[config.mk]
export PLATFORM = sky130hd
export DESIGN_NAME = tx_voice_channel_packet_scheduler
export DESIGN_NICKNAME = d
export VERILOG_FILES = /design/src/logic/voice_sched_pkg.sv /design/src/logic/two_entry_buffer.sv /design/src/logic/tx_voice_channel_packet_scheduler.sv
export SDC_FILE = /design/constraint.sdc
export NUM_CORES = 1
export LEC_CHECK = 0
export BUFFER_PORTS_ARGS = -buffer_cell sky130_fd_sc_hd__buf_2
export CORE_ASPECT_RATIO = 0.9
export CORE_UTILIZATION = 50
export CTS_CLUSTER_SIZE = 25
export DETAILED_ROUTE_END_ITERATION = 16
export GPL_ROUTABILITY_DRIVEN = 0
export PLACE_DENSITY = 0.82
export SYNTH_ARGS = -nofsm -noshare
export SYNTH_HDL_FRONTEND = slang
export SYNTH_SLANG_ARGS = --single-unit
export TNS_END_PERCENT = 50
[constraint.sdc]
create_clock -name clk -period 7.3 [get_ports clk]
set_clock_uncertainty 0.05 [all_clocks]
set_input_delay 0.73 -clock clk [delete_from_list [all_inputs] [get_ports clk]]
set_output_delay 0.73 -clock clk [all_outputs]
set_load 0.02 [all_outputs]
[src/logic/voice_sched_pkg.sv]
/*
 * Constants and carriers shared by the transmit voice channel packet scheduler.
 * Assumes the channel structure fields are presented on plain ports by same-clock logic.
 */
// Operation
// - Start-marked service event sets the init flag.
// - Packets only emitted while init reads one.
// - First start event sends nothing, adds write pointer.
// - Zero preload delays sending one packet period.
// - Track oldest unsent byte after initialisation.
// - Size code 000=512 bytes, 001=1024, others reserved.
// - Valid flag zero ignores every service event.
// - Zero suppression pointer disables silence suppression.
// - Suppression pointer counts 32-byte units, bank A.
// - Each frame reads every bearer in order.
// - Bearer count sets extension words read.
// - Sample count is bearers times samples-per-packet.
// - Bearer base counts 512-byte units, bank A.
package voice_sched_pkg;
   localparam logic [2:0] BUF_CODE_256 = 3'h0;
   localparam logic [2:0] BUF_CODE_512 = 3'h1;
   localparam logic [13:0] BUF_BYTES_256 = 14'h0200;
   localparam logic [13:0] BUF_BYTES_512 = 14'h0400;
   localparam int BYTES_PER_SAMPLE = 2;
   localparam int SS_UNIT_SHIFT = 5;
   localparam int BEARER_UNIT_SHIFT = 9;
   localparam logic [15:0] SS_NONE = 16'h0000;
   localparam logic [2:0] RATE_64 = 3'h0;
   localparam logic [2:0] RATE_40 = 3'h1;
   localparam logic [2:0] RATE_32 = 3'h2;
   localparam logic [2:0] RATE_24 = 3'h3;
   localparam logic [2:0] RATE_16 = 3'h4;
   localparam logic [13:0] NEXT_START_RESET = 14'h0000;
   localparam logic [20:0] ADDR_RESET = 21'h000000;

   typedef struct packed {
      logic init;
      logic valid;
      logic [13:0] next_start;
      logic [2:0] buf_size;
      logic [15:0] ss_base;
      logic [7:0] num_bearers;
      logic [7:0] spp_64;
      logic [7:0] spp_40;
      logic [7:0] spp_32;
      logic [7:0] spp_24;
      logic [7:0] spp_16;
   } channel_cfg_type;

   typedef struct packed {
      logic start_marker;
      logic [13:0] write_ptr;
      logic [2:0] rate;
   } service_event_type;

   typedef struct packed {
      logic [20:0] addr;
      logic [7:0] bearer;
      logic last;
   } sample_req_type;
endpackage : voice_sched_pkg

[src/logic/two_entry_buffer.sv]
/*
 * Two-entry buffer with valid and ready on both sides; outputs come from registers.
 * Assumes one clock and an active-low asynchronous reset.
 */
`timescale 1ns/1ns
module two_entry_buffer #(
   parameter int WIDTH = 30
) (
   input wire logic clk,
   input wire logic rst_n,
   input wire logic in_valid,
   output logic in_ready,
   input wire logic [WIDTH-1:0] in_data,
   output logic out_valid,
   input wire logic out_ready,
   output logic [WIDTH-1:0] out_data
);
   typedef struct packed {
      logic head_valid;
      logic tail_valid;
      logic [WIDTH-1:0] head;
      logic [WIDTH-1:0] tail;
   } buf_state_type;

   buf_state_type r;
   buf_state_type next_r;
   logic push;
   logic pop;

   always_comb begin
      next_r = r;
      pop = r.head_valid && out_ready;
      push = in_valid && !r.tail_valid;
      if (pop) begin
         if (r.tail_valid) begin
            next_r.head = r.tail;
            next_r.tail_valid = 1'b0;
         end else if (push) begin
            next_r.head = in_data;
         end else begin
            next_r.head_valid = 1'b0;
         end
      end else if (push) begin
         if (!r.head_valid) begin
            next_r.head = in_data;
            next_r.head_valid = 1'b1;
         end else begin
            next_r.tail = in_data;
            next_r.tail_valid = 1'b1;
         end
      end
   end

   always_ff @(posedge clk or negedge rst_n) begin
      if (!rst_n) begin
         r <= '0;
      end else begin
         r <= next_r;
      end
   end

   assign in_ready = !r.tail_valid;
   assign out_valid = r.head_valid;
   assign out_data = r.head;
endmodule : two_entry_buffer

[src/logic/tx_voice_channel_packet_scheduler.sv]
/*
 * Transmit scheduler for one voice sample channel added to an outgoing RTP connection.
 * Assumes the channel structure is read and written back by same-clock logic, and that a bearer
 * base address presented for bearer_index is valid in the same cycle.
 */
`timescale 1ns/1ns
module tx_voice_channel_packet_scheduler
   import voice_sched_pkg::*;
(
   input wire logic clk,
   input wire logic rst_n,
   input wire channel_cfg_type cfg,
   input wire logic event_valid,
   input wire service_event_type service_event,
   output logic event_ready,
   output logic [7:0] bearer_index,
   input wire logic [11:0] bearer_base,
   output logic init_write,
   output logic next_start_write,
   output logic [13:0] next_start_value,
   output logic packet_start,
   output logic [15:0] sample_count,
   output logic silence_enable,
   output logic [20:0] silence_address,
   output logic reserved_size,
   output logic req_valid,
   input wire logic req_ready,
   output sample_req_type req_data
);
   typedef enum logic [1:0] {
      IDLE,
      EMIT,
      DONE
   } phase_type;

   typedef struct packed {
      phase_type phase;
      logic [13:0] next_start;
      logic [13:0] mask;
      logic [7:0] spp;
      logic [7:0] num_bearers;
      logic [7:0] frame;
      logic [7:0] bearer;
      logic event_ready;
      logic init_write;
      logic next_start_write;
      logic [13:0] next_start_value;
      logic packet_start;
      logic [15:0] sample_count;
      logic silence_enable;
      logic [20:0] silence_address;
      logic reserved_size;
   } sched_state_type;

   sched_state_type r;
   sched_state_type next_r;
   logic push_valid;
   logic push_ready;
   sample_req_type push_data;

   logic [13:0] size_mask;
   logic size_ok;
   logic [7:0] rate_spp;
   logic [13:0] pending;
   logic [13:0] need;
   logic [13:0] offset;
   logic take_event;
   logic packet_ok;
   logic [13:0] init_start;
   logic [13:0] done_start;
   logic last_bearer;
   logic last_frame;
   logic [20:0] bearer_addr;
   logic [20:0] silence_addr;

   // A reserved size code keeps the small mask but blocks every packet.
   always_comb begin
      size_ok = 1'b1;
      size_mask = BUF_BYTES_256 - 14'h0001;
      case (cfg.buf_size)
         BUF_CODE_256: size_mask = BUF_BYTES_256 - 14'h0001;
         BUF_CODE_512: size_mask = BUF_BYTES_512 - 14'h0001;
         default: size_ok = 1'b0;
      endcase
   end

   // An unknown rate code falls back to the 64 kbps packet length.
   always_comb begin
      case (service_event.rate)
         RATE_64: rate_spp = cfg.spp_64;
         RATE_40: rate_spp = cfg.spp_40;
         RATE_32: rate_spp = cfg.spp_32;
         RATE_24: rate_spp = cfg.spp_24;
         RATE_16: rate_spp = cfg.spp_16;
         default: rate_spp = cfg.spp_64;
      endcase
   end

   // Bytes written by the TDM side but not yet sent, wrapped to the buffer.
   assign pending = (service_event.write_ptr - cfg.next_start) & size_mask;
   assign need = 14'(rate_spp) * 14'(BYTES_PER_SAMPLE);

   // Events on a channel whose valid flag is clear are consumed without effect.
   assign take_event = event_valid && r.event_ready && cfg.valid;

   // A zero preload thus holds the first packet back until a full packet of samples is written.
   assign packet_ok = size_ok && rate_spp != 8'h00 && cfg.num_bearers != 8'h00 && pending >= need;

   // The preload is a distance from the write pointer seen at the first start event.
   assign init_start = (cfg.next_start + service_event.write_ptr) & size_mask;
   // The frames just requested are no longer the oldest unsent bytes.
   assign done_start = (r.next_start + 14'(r.spp) * 14'(BYTES_PER_SAMPLE)) & r.mask;

   assign last_bearer = (r.bearer == r.num_bearers - 8'h01);
   assign last_frame = (r.frame == r.spp - 8'h01);

   // Frame f of every bearer sits at the same wrapped offset in each circular buffer.
   assign offset = (r.next_start + 14'(r.frame) * 14'(BYTES_PER_SAMPLE)) & r.mask;
   assign bearer_addr = {bearer_base, {BEARER_UNIT_SHIFT{1'b0}}};
   assign silence_addr = {cfg.ss_base, {SS_UNIT_SHIFT{1'b0}}};
   assign push_valid = (r.phase == EMIT);
   assign push_data.addr = bearer_addr + {7'h00, offset};
   assign push_data.bearer = r.bearer;
   assign push_data.last = last_frame && last_bearer;

   always_comb begin
      next_r = r;
      next_r.init_write = 1'b0;
      next_r.next_start_write = 1'b0;
      next_r.packet_start = 1'b0;
      case (r.phase)
         IDLE: begin
            if (take_event) begin
               next_r.reserved_size = !size_ok;
               next_r.silence_enable = (cfg.ss_base != SS_NONE);
               next_r.silence_address = silence_addr;
               if (!cfg.init) begin
                  if (service_event.start_marker) begin
                     // First start event: no packet, the preload is shifted by the write pointer.
                     next_r.init_write = 1'b1;
                     next_r.next_start_write = 1'b1;
                     next_r.next_start_value = init_start;
                  end
               end else if (packet_ok) begin
                  next_r.phase = EMIT;
                  next_r.event_ready = 1'b0;
                  next_r.next_start = cfg.next_start;
                  next_r.mask = size_mask;
                  next_r.spp = rate_spp;
                  next_r.num_bearers = cfg.num_bearers;
                  next_r.frame = 8'h00;
                  next_r.bearer = 8'h00;
                  next_r.packet_start = 1'b1;
                  next_r.sample_count = 16'(cfg.num_bearers) * 16'(rate_spp);
               end
            end
         end
         EMIT: begin
            // A refused push keeps frame and bearer, so a stall skips no sample.
            if (push_ready) begin
               if (last_bearer) begin
                  next_r.bearer = 8'h00;
                  if (last_frame) begin
                     next_r.phase = DONE;
                  end else begin
                     next_r.frame = r.frame + 8'h01;
                  end
               end else begin
                  next_r.bearer = r.bearer + 8'h01;
               end
            end
         end
         DONE: begin
            // Oldest unsent byte moves past the packet just issued.
            next_r.next_start_write = 1'b1;
            next_r.next_start_value = done_start;
            next_r.phase = IDLE;
            next_r.event_ready = 1'b1;
         end
         default: begin
            next_r.phase = IDLE;
            next_r.event_ready = 1'b1;
         end
      endcase
   end

   always_ff @(posedge clk or negedge rst_n) begin
      if (!rst_n) begin
         r <= '0;
         r.phase <= IDLE;
         r.event_ready <= 1'b1;
         r.next_start_value <= NEXT_START_RESET;
         r.silence_address <= ADDR_RESET;
      end else begin
         r <= next_r;
      end
   end

   // Requests pass a two-entry buffer, so a stalled reader loses none of them.
   two_entry_buffer #(
      .WIDTH($bits(sample_req_type))
   ) req_buffer (
      .clk(clk),
      .rst_n(rst_n),
      .in_valid(push_valid),
      .in_ready(push_ready),
      .in_data(push_data),
      .out_valid(req_valid),
      .out_ready(req_ready),
      .out_data(req_data)
   );

   assign event_ready = r.event_ready;
   assign bearer_index = r.bearer;
   assign init_write = r.init_write;
   assign next_start_write = r.next_start_write;
   assign next_start_value = r.next_start_value;
   assign packet_start = r.packet_start;
   assign sample_count = r.sample_count;
   assign silence_enable = r.silence_enable;
   assign silence_address = r.silence_address;
   assign reserved_size = r.reserved_size;
endmodule : tx_voice_channel_packet_scheduler

After elaboration in Yosys (flattened, before gate mapping)

Cells that the tools add are included.
Widths: inputs -> output; s select.

Bits in registers: 176
Bits of input ports: 117
Output and inout port bits: 96
Logic and storage cells: 122

$add $sub $neg: 9
Muxes and demuxes: 32
Bitwise gates (word level): 6
Multiply operators: 1
Order comparisons: 1
Reduce and logical (&&, ||, !) cells: 32
Equality and inequality tests: 21

Operators with widths:

| operator            | number |
|---|---|
| $mux 63             | 2 |
| $mux 30             | 4 |
| $mux 119            | 1 |
| $mux 62             | 1 |
| $and 14x14->14      | 4 |
| $mux 16             | 3 |
| $mux 40             | 1 |
| $mux 17             | 2 |
| $mux 32             | 1 |
| $pmux 16 s2         | 1 |
| $pmux 8 s4          | 1 |
| $pmux 15 s2         | 1 |
| $add 14x9->14       | 2 |
| $mux 8              | 3 |
| $ne 2x2->1 const B  | 12 |
| $add 21x14->21      | 1 |
| $add 8x1->8 const B | 2 |
| $eq 8x8->1          | 2 |
| $mul 8x8->16        | 1 |
| $reduce_bool 16->1  | 1 |
| $reduce_bool 8->1   | 2 |
| $sub 8x1->8 const B | 2 |
| $add 14x14->14      | 1 |
| $ge 14x9->1         | 1 |
| 24 further kinds    | 50 |

Depth between registers and ports, before layout

Depth after elaboration: 10
Mapped depth: 24
Depth with buffers taken out: 21

Modules after synthesis

Synthesis repeated with hierarchy kept, for this count alone.

Cell total of the unflattened synthesis: 1219
Area total of the unflattened synthesis: 12609.6 um2

Modules (own cells, without submodules):

| module                            | cells each | seq. area each (um2) | area an instance (um2) | times used |
|---|---|---|---|---|
| tx_voice_channel_packet_scheduler | 1002       | 2353.5               | 9452.8                 | 1 |
| two_entry_buffer                  | 217        | 1551.5               | 3156.8                 | 1 |

Worst setup path after synthesis

No wires, ideal clock.

Path type: in2reg
From: input service_event[0] (netlist name)
To: register r, in the netlist sample_count[15]
Path buffers: 3
Setup time: 0.125 ns
Setup slack: 1.208 ns
Arrival: 5.917 ns
Data required time: 7.125 ns
Stages on the path: 24
Path through: buf_2 > buf_6 > mux2_1 > o22ai_1 > a221oi_1 > clkbuf_1 > and2_1 > fa_1 > inv_1 > fa_1 > inv_1 > fa_1 > inv_1 > fa_1 > inv_1 > ha_1 > o21a_1 > o31a_1 > o41a_1 > a211o_1 > a21o_1 > a21oi_1 > xnor2_1 > mux2_2

Longest elaborated chain between the ends: 7
Elaborated cells between the ends (all ways): 12
Those cells by class: mul: 1; order compare: 1; eq/ne: 4; mux: 1; reduce/logical: 5

Ends and longest elaborated chain:

| what                                                                 | RTL line                                 | RTL |
|---|---|---|
| from (decl)                                                          | tx_voice_channel_packet_scheduler.sv:14  | `input wire service_event_type service_event,` |
| $eq 3x3->1 (tied with other cells)                                   | tx_voice_channel_packet_scheduler.sv:89  | `case (service_event.rate)` |
| $pmux 8 s4 (*)                                                       | tx_voice_channel_packet_scheduler.sv:89  |  |
| parallel branches: the longest is 5 deep, another holds $mul 8x8->16 | --                                       |  |
| to (signal assigned)                                                 | tx_voice_channel_packet_scheduler.sv:195 | `r <= next_r;` |
| to (decl)                                                            | tx_voice_channel_packet_scheduler.sv:55  | `sched_state_type r;` |

Every way passes the cells marked *.
A chain may end at the register's enable or synchronous reset.

Worst setup path after layout

Ends and elaborated chain as after synthesis.

==> report_table.html <==
<table>
<tr><th>Metric</th><th>Value</th></tr>
<tr><th colspan="2">Floorplan</th></tr>
<tr><td>Full die area</td><td>roughly 24000 um^2</td></tr>
<tr><td>Die outline height</td><td>148 um</td></tr>
<tr><td>Initial Util</td><td>50.9%</td></tr>
<tr><td>Number of placement rows</td><td>53</td></tr>
<tr><td>Die width</td><td>164 um</td></tr>
<tr><td>Core area</td><td>23300 um^2</td></tr>
<tr><td>Num ports</td><td>around 210</td></tr>
<tr><th colspan="2">Clocking</th></tr>
<tr><td>H-tree lvl count</td><td>4</td></tr>
<tr><td>Clock tree root buffer cell</td><td>sky130_fd_sc_hd__clkbuf_16</td></tr>
<tr><td>Hold-fix buffers, CTS</td><td>0</td></tr>
<tr><td>TritonCTS clock tree</td><td>yes</td></tr>
<tr><td>TritonCTS Buffers</td><td>17</td></tr>
<tr><td>Total clock sinks</td><td>156</td></tr>
<tr><td>Clock-pin slew on the worst setup and hold paths</td><td>0.07 ns</td></tr>
<tr><td>Buffer depth of the longest clock path</td><td>2</td></tr>
<tr><td>Quantity of gates resized following cts</td><td>0</td></tr>
<tr><td>Worst-Skew Late Latency</td><td>0.43 ns</td></tr>
<tr><td>Setup bufs post-CTS</td><td>0</td></tr>
<tr><th colspan="2">GRT</th></tr>
<tr><td>GRT Util Overall</td><td>23.6%</td></tr>
<tr><td>Remaining Overflow, GRT</td><td>0</td></tr>
<tr><td>Global-route track usage on met1</td><td>32.7%</td></tr>
<tr><td>Global-route layer with the greatest usage</td><td>met2</td></tr>
<tr><td>Met2 capacity usage during global routing</td><td>37.2%</td></tr>
<tr><td>Maximum number of pins on one net before global-route repair</td><td>93</td></tr>
<tr><td>Number of antenna violations at the first check in global routing</td><td>2</td></tr>
<tr><td>Via count of the first global-routing pass</td><td>about 9100</td></tr>
<tr><td>First-pass GRT wire length</td><td>45.4 mm</td></tr>
<tr><td>GR Layer Usage met3</td><td>4.04%</td></tr>
<tr><th colspan="2">Pwr</th></tr>
<tr><td>Leakage dissipation</td><td>6.59 nW</td></tr>
<tr><td>Power density over the cells</td><td>approximately 270 nW/um^2</td></tr>
<tr><td>Worst IR drop on VDD</td><td>approximately 0.00018 V</td></tr>
<tr><th colspan="2">STA</th></tr>
<tr><td>Fmax</td><td>0.161 GHz</td></tr>
<tr><td>Setup total negative slack</td><td>0 ns</td></tr>
<tr><td>Unrepaired setup endpoints after global routing</td><td>no</td></tr>
<tr><td>Fin crit period</td><td>6.22 ns</td></tr>
<tr><td>Worst Max-Slew Pin Slew</td><td>1.05 ns</td></tr>
<tr><td>Number of failing hold endpoints at the final stage</td><td>0</td></tr>
<tr><td>Relative slew margins</td><td>29.7%</td></tr>
<tr><td>Number of setup violations in the final report</td><td>0</td></tr>
<tr><td>Period utilization</td><td>a little under nine tenths</td></tr>
<tr><td>Worst path setup slack after routing</td><td>1.08 ns</td></tr>
<tr><td>Max-slew violation total from the final report</td><td>0</td></tr>
<tr><th colspan="2">Setup path</th></tr>
<tr><td>Required time of the critical path</td><td>around 7.6 ns</td></tr>
<tr><td>Cell at the slowest stage of the critical path</td><td>sky130_fd_sc_hd__a221oi_1</td></tr>
<tr><td>Count of cells along the worst register-to-register path</td><td>17</td></tr>
<tr><td>Ordered list of cells on the worst path</td><td>buf_2 &gt; nor2_4 &gt; mux2i_1 &gt; a221oi_1 &gt; nand2_1 &gt; fa_1 &gt; fa_1 &gt; inv_1 &gt; fa_1 &gt; inv_1 &gt; fa_1 &gt; inv_1 &gt; ha_1 &gt; o21a_1 &gt; o31a_1 &gt; o41a_1 &gt; a211o_1 &gt; a21o_1 &gt; a21oi_1 &gt; xnor2_1 &gt; mux2_2</td></tr>
<tr><td>Startpoint Class</td><td>primary input</td></tr>
<tr><td>Largest delay share family, worst path</td><td>adder cells</td></tr>
<tr><td>Flop2flop setup slack</td><td>3.40 ns</td></tr>
<tr><td>Launching point of the worst reg2reg path</td><td>r[65]</td></tr>
<tr><td>Category of the worst setup path capture point</td><td>register</td></tr>
<tr><td>Crit path DAT</td><td>approximately 6.5 ns</td></tr>
<tr><td>Type of the setup path with the least slack</td><td>primary input to register</td></tr>
<tr><td>Number of buffer and inverter stages on the critical path</td><td>4</td></tr>
<tr><td>Cell type with the highest occurrence count on the critical path</td><td>sky130_fd_sc_hd__fa_1</td></tr>
<tr><td>Worst setup path start</td><td>service_event[0]</td></tr>
<tr><td>R2R Path End</td><td>req_buffer.out_data[29]</td></tr>
<tr><td>Highest cell delay on the worst timing path</td><td>0.59 ns</td></tr>
<tr><td>Biggest fanout along the worst timing path</td><td>24</td></tr>
<tr><th colspan="2">Layout</th></tr>
<tr><td>Final Cell Area</td><td>13000 um^2</td></tr>
<tr><td>Leading cell type in the layout, fill and taps excluded</td><td>sky130_fd_sc_hd__buf_2</td></tr>
<tr><td>Commonest non-fill, non-tap cells in the layout</td><td>sky130_fd_sc_hd__buf_2, sky130_fd_sc_hd__dfrtp_1, sky130_fd_sc_hd__inv_1, sky130_fd_sc_hd__nand2_1, sky130_fd_sc_hd__ha_1</td></tr>
<tr><td>Proportion of layout cells with a drive suffix above 1</td><td>~22%</td></tr>
<tr><td>Number of nets at the end of the flow</td><td>1572</td></tr>
<tr><td>Non-filler instance count after layout</td><td>1648</td></tr>
<tr><td>Relative area change from synthesis to final layout</td><td>10.0%</td></tr>
<tr><td>Final core area utilization</td><td>56.0%</td></tr>
<tr><th colspan="2">Detailed routing</th></tr>
<tr><td>Overall routed net length</td><td>around 27 mm</td></tr>
<tr><td>Vias after detailed routing</td><td>9142</td></tr>
<tr><td>First-pass detailed-route iteration total</td><td>5</td></tr>
<tr><td>Initial DRC count</td><td>692</td></tr>
<tr><td>Via density per instance</td><td>5.55</td></tr>
<tr><td>Per-cell routed wire length</td><td>roughly 17 um</td></tr>
<tr><td>Remaining number of nets flagged by the antenna check after routing</td><td>0</td></tr>
<tr><td>Post-route DRC</td><td>0</td></tr>
<tr><th colspan="2">Yosys</th></tr>
<tr><td>Netlist area before placement</td><td>11800 um^2</td></tr>
<tr><td>Mean post-synth cell area</td><td>9.58 um^2</td></tr>
<tr><td>Leading register cell type out of synthesis</td><td>sky130_fd_sc_hd__dfrtp_1</td></tr>
<tr><td>Count of flip-flops with a built-in enable after synthesis</td><td>0</td></tr>
<tr><td>Share of synthesized flip-flops with an asynchronous set or reset</td><td>100%</td></tr>
<tr><td>Cells after synthesis</td><td>1237</td></tr>
<tr><td>Synthesis warning total</td><td>0</td></tr>
<tr><td>Fraction of the yosys area taken by sequential cells</td><td>33.0%</td></tr>
<tr><td>Yosys reg bits</td><td>between 150 and 200</td></tr>
<tr><td>Unique masters post-synth</td><td>73</td></tr>
<tr><th colspan="2">Job</th></tr>
<tr><td>Reported max-cap violation count</td><td>0</td></tr>
<tr><th colspan="2">Place</th></tr>
<tr><td>Worst Setup Slack post-DPL</td><td>0.615 ns</td></tr>
<tr><td>Number of cells after detailed placement</td><td>1614</td></tr>
<tr><td>Number of I/O port buffers</td><td>195</td></tr>
<tr><td>Half-perimeter wire length after placement</td><td>approximately 20 mm</td></tr>
<tr><td>DP Area</td><td>12400 um^2</td></tr>
<tr><th colspan="2">Worst hold path</th></tr>
<tr><td>Path class of the lowest-slack min-delay path</td><td>primary input to async pin</td></tr>
<tr><th colspan="2">Status</th></tr>
<tr><td>Outcome</td><td>complete, no violations</td></tr>
</table>
[worst max path at each step]
| stage | to | cells past startpoint |
|---|---|---|
| global route | sample_count[15] | 21 |
| finish | sample_count[15] | 21 |
| global placement | sample_count[15] | 21 |
| detailed placement | sample_count[15] | 21 |
| CTS | sample_count[15] | 21 |
| floorplan | sample_count[15] | 24 |
[stage by stage]
stage                     hold WS [ns]  power [W]
after floorplan                  0.384    0.00228
after global placement           0.404    0.00252
after detailed placement         0.408    0.00257
after CTS                        0.369    0.00348
after global routing             0.385    0.00372
final                            0.330    0.00346
[cells in the mapped netlist (14+ instances only)]
library cell,n,area (um^2)
sky130_fd_sc_hd__dfrtp_1,155,3880
sky130_fd_sc_hd__inv_1,104,390
sky130_fd_sc_hd__nand2_1,98,368
sky130_fd_sc_hd__buf_4,92,691
sky130_fd_sc_hd__ha_1,84,1050
sky130_fd_sc_hd__o21ai_0,54,270
sky130_fd_sc_hd__a21oi_1,52,260
sky130_fd_sc_hd__and2_1,52,325
sky130_fd_sc_hd__xnor2_1,49,429
sky130_fd_sc_hd__fa_1,40,801
sky130_fd_sc_hd__nor2_1,39,146
sky130_fd_sc_hd__mux2_1,37,417
sky130_fd_sc_hd__mux2_2,37,417
sky130_fd_sc_hd__clkbuf_1,36,135
sky130_fd_sc_hd__a22oi_1,24,180
sky130_fd_sc_hd__nand3_1,19,95.1
sky130_fd_sc_hd__xor2_1,19,166
sky130_fd_sc_hd__o21ai_1,18,90.1
sky130_fd_sc_hd__mux2i_1,17,170
sky130_fd_sc_hd__a21o_1,14,105
[flip-flops by register name, indices dropped and copies added (netlist names)]
signal / count
silence_address: 16
req_buffer.r: 31
silence_enable: 1
sample_count: 16
next_start_write: 1
reserved_size: 1
req_buffer.out_valid: 1
next_start_value: 10
event_ready: 1
packet_start: 1
init_write: 1
bearer_index: 8
r: 38
req_buffer.out_data: 30
[area by class of cell]
class,count,area [um^2]
multi-input cells,842,6670
clock inverters,15,168
flip-flops and latches,156,3910
repair buffers,209,1090
inverters,105,394
diodes,2,5.00
fillers,1998,10200
clock buffers,17,425
well taps,302,378
[power by group]
| group | switching (W) | internal (W) |
|---|---|---|
| registers | 0.000110 | 0.000988 |
| logic | 0.000825 | 0.000645 |
| clock network | 0.000430 | 0.000460 |
[routing by layer]
layer | vias up | wire length (um)
li1 | 4354 | -
met1 | 4434 | 12700
met2 | 303 | 12700
met3 | 51 | 1530
met4 | 0 | 575
met5 | - | 0
[kinds of logic (layout without fill, tap and decap cells)]
kind of cell	count (synthesis)	after routing	share of synthesized area, %
muxes	91	91	8.47
adders and majority gates	124	124	15.6
other	1	11	0.0317
buffers and inverters	247	346	11.1
DFF	156	156	33.0
and+or+nand+nor	295	295	12.8
xor gates and xnor gates	68	68	5.03
AOI/OAI and AO/OA	255	255	13.9
Power figures use the tool's default switching activity.
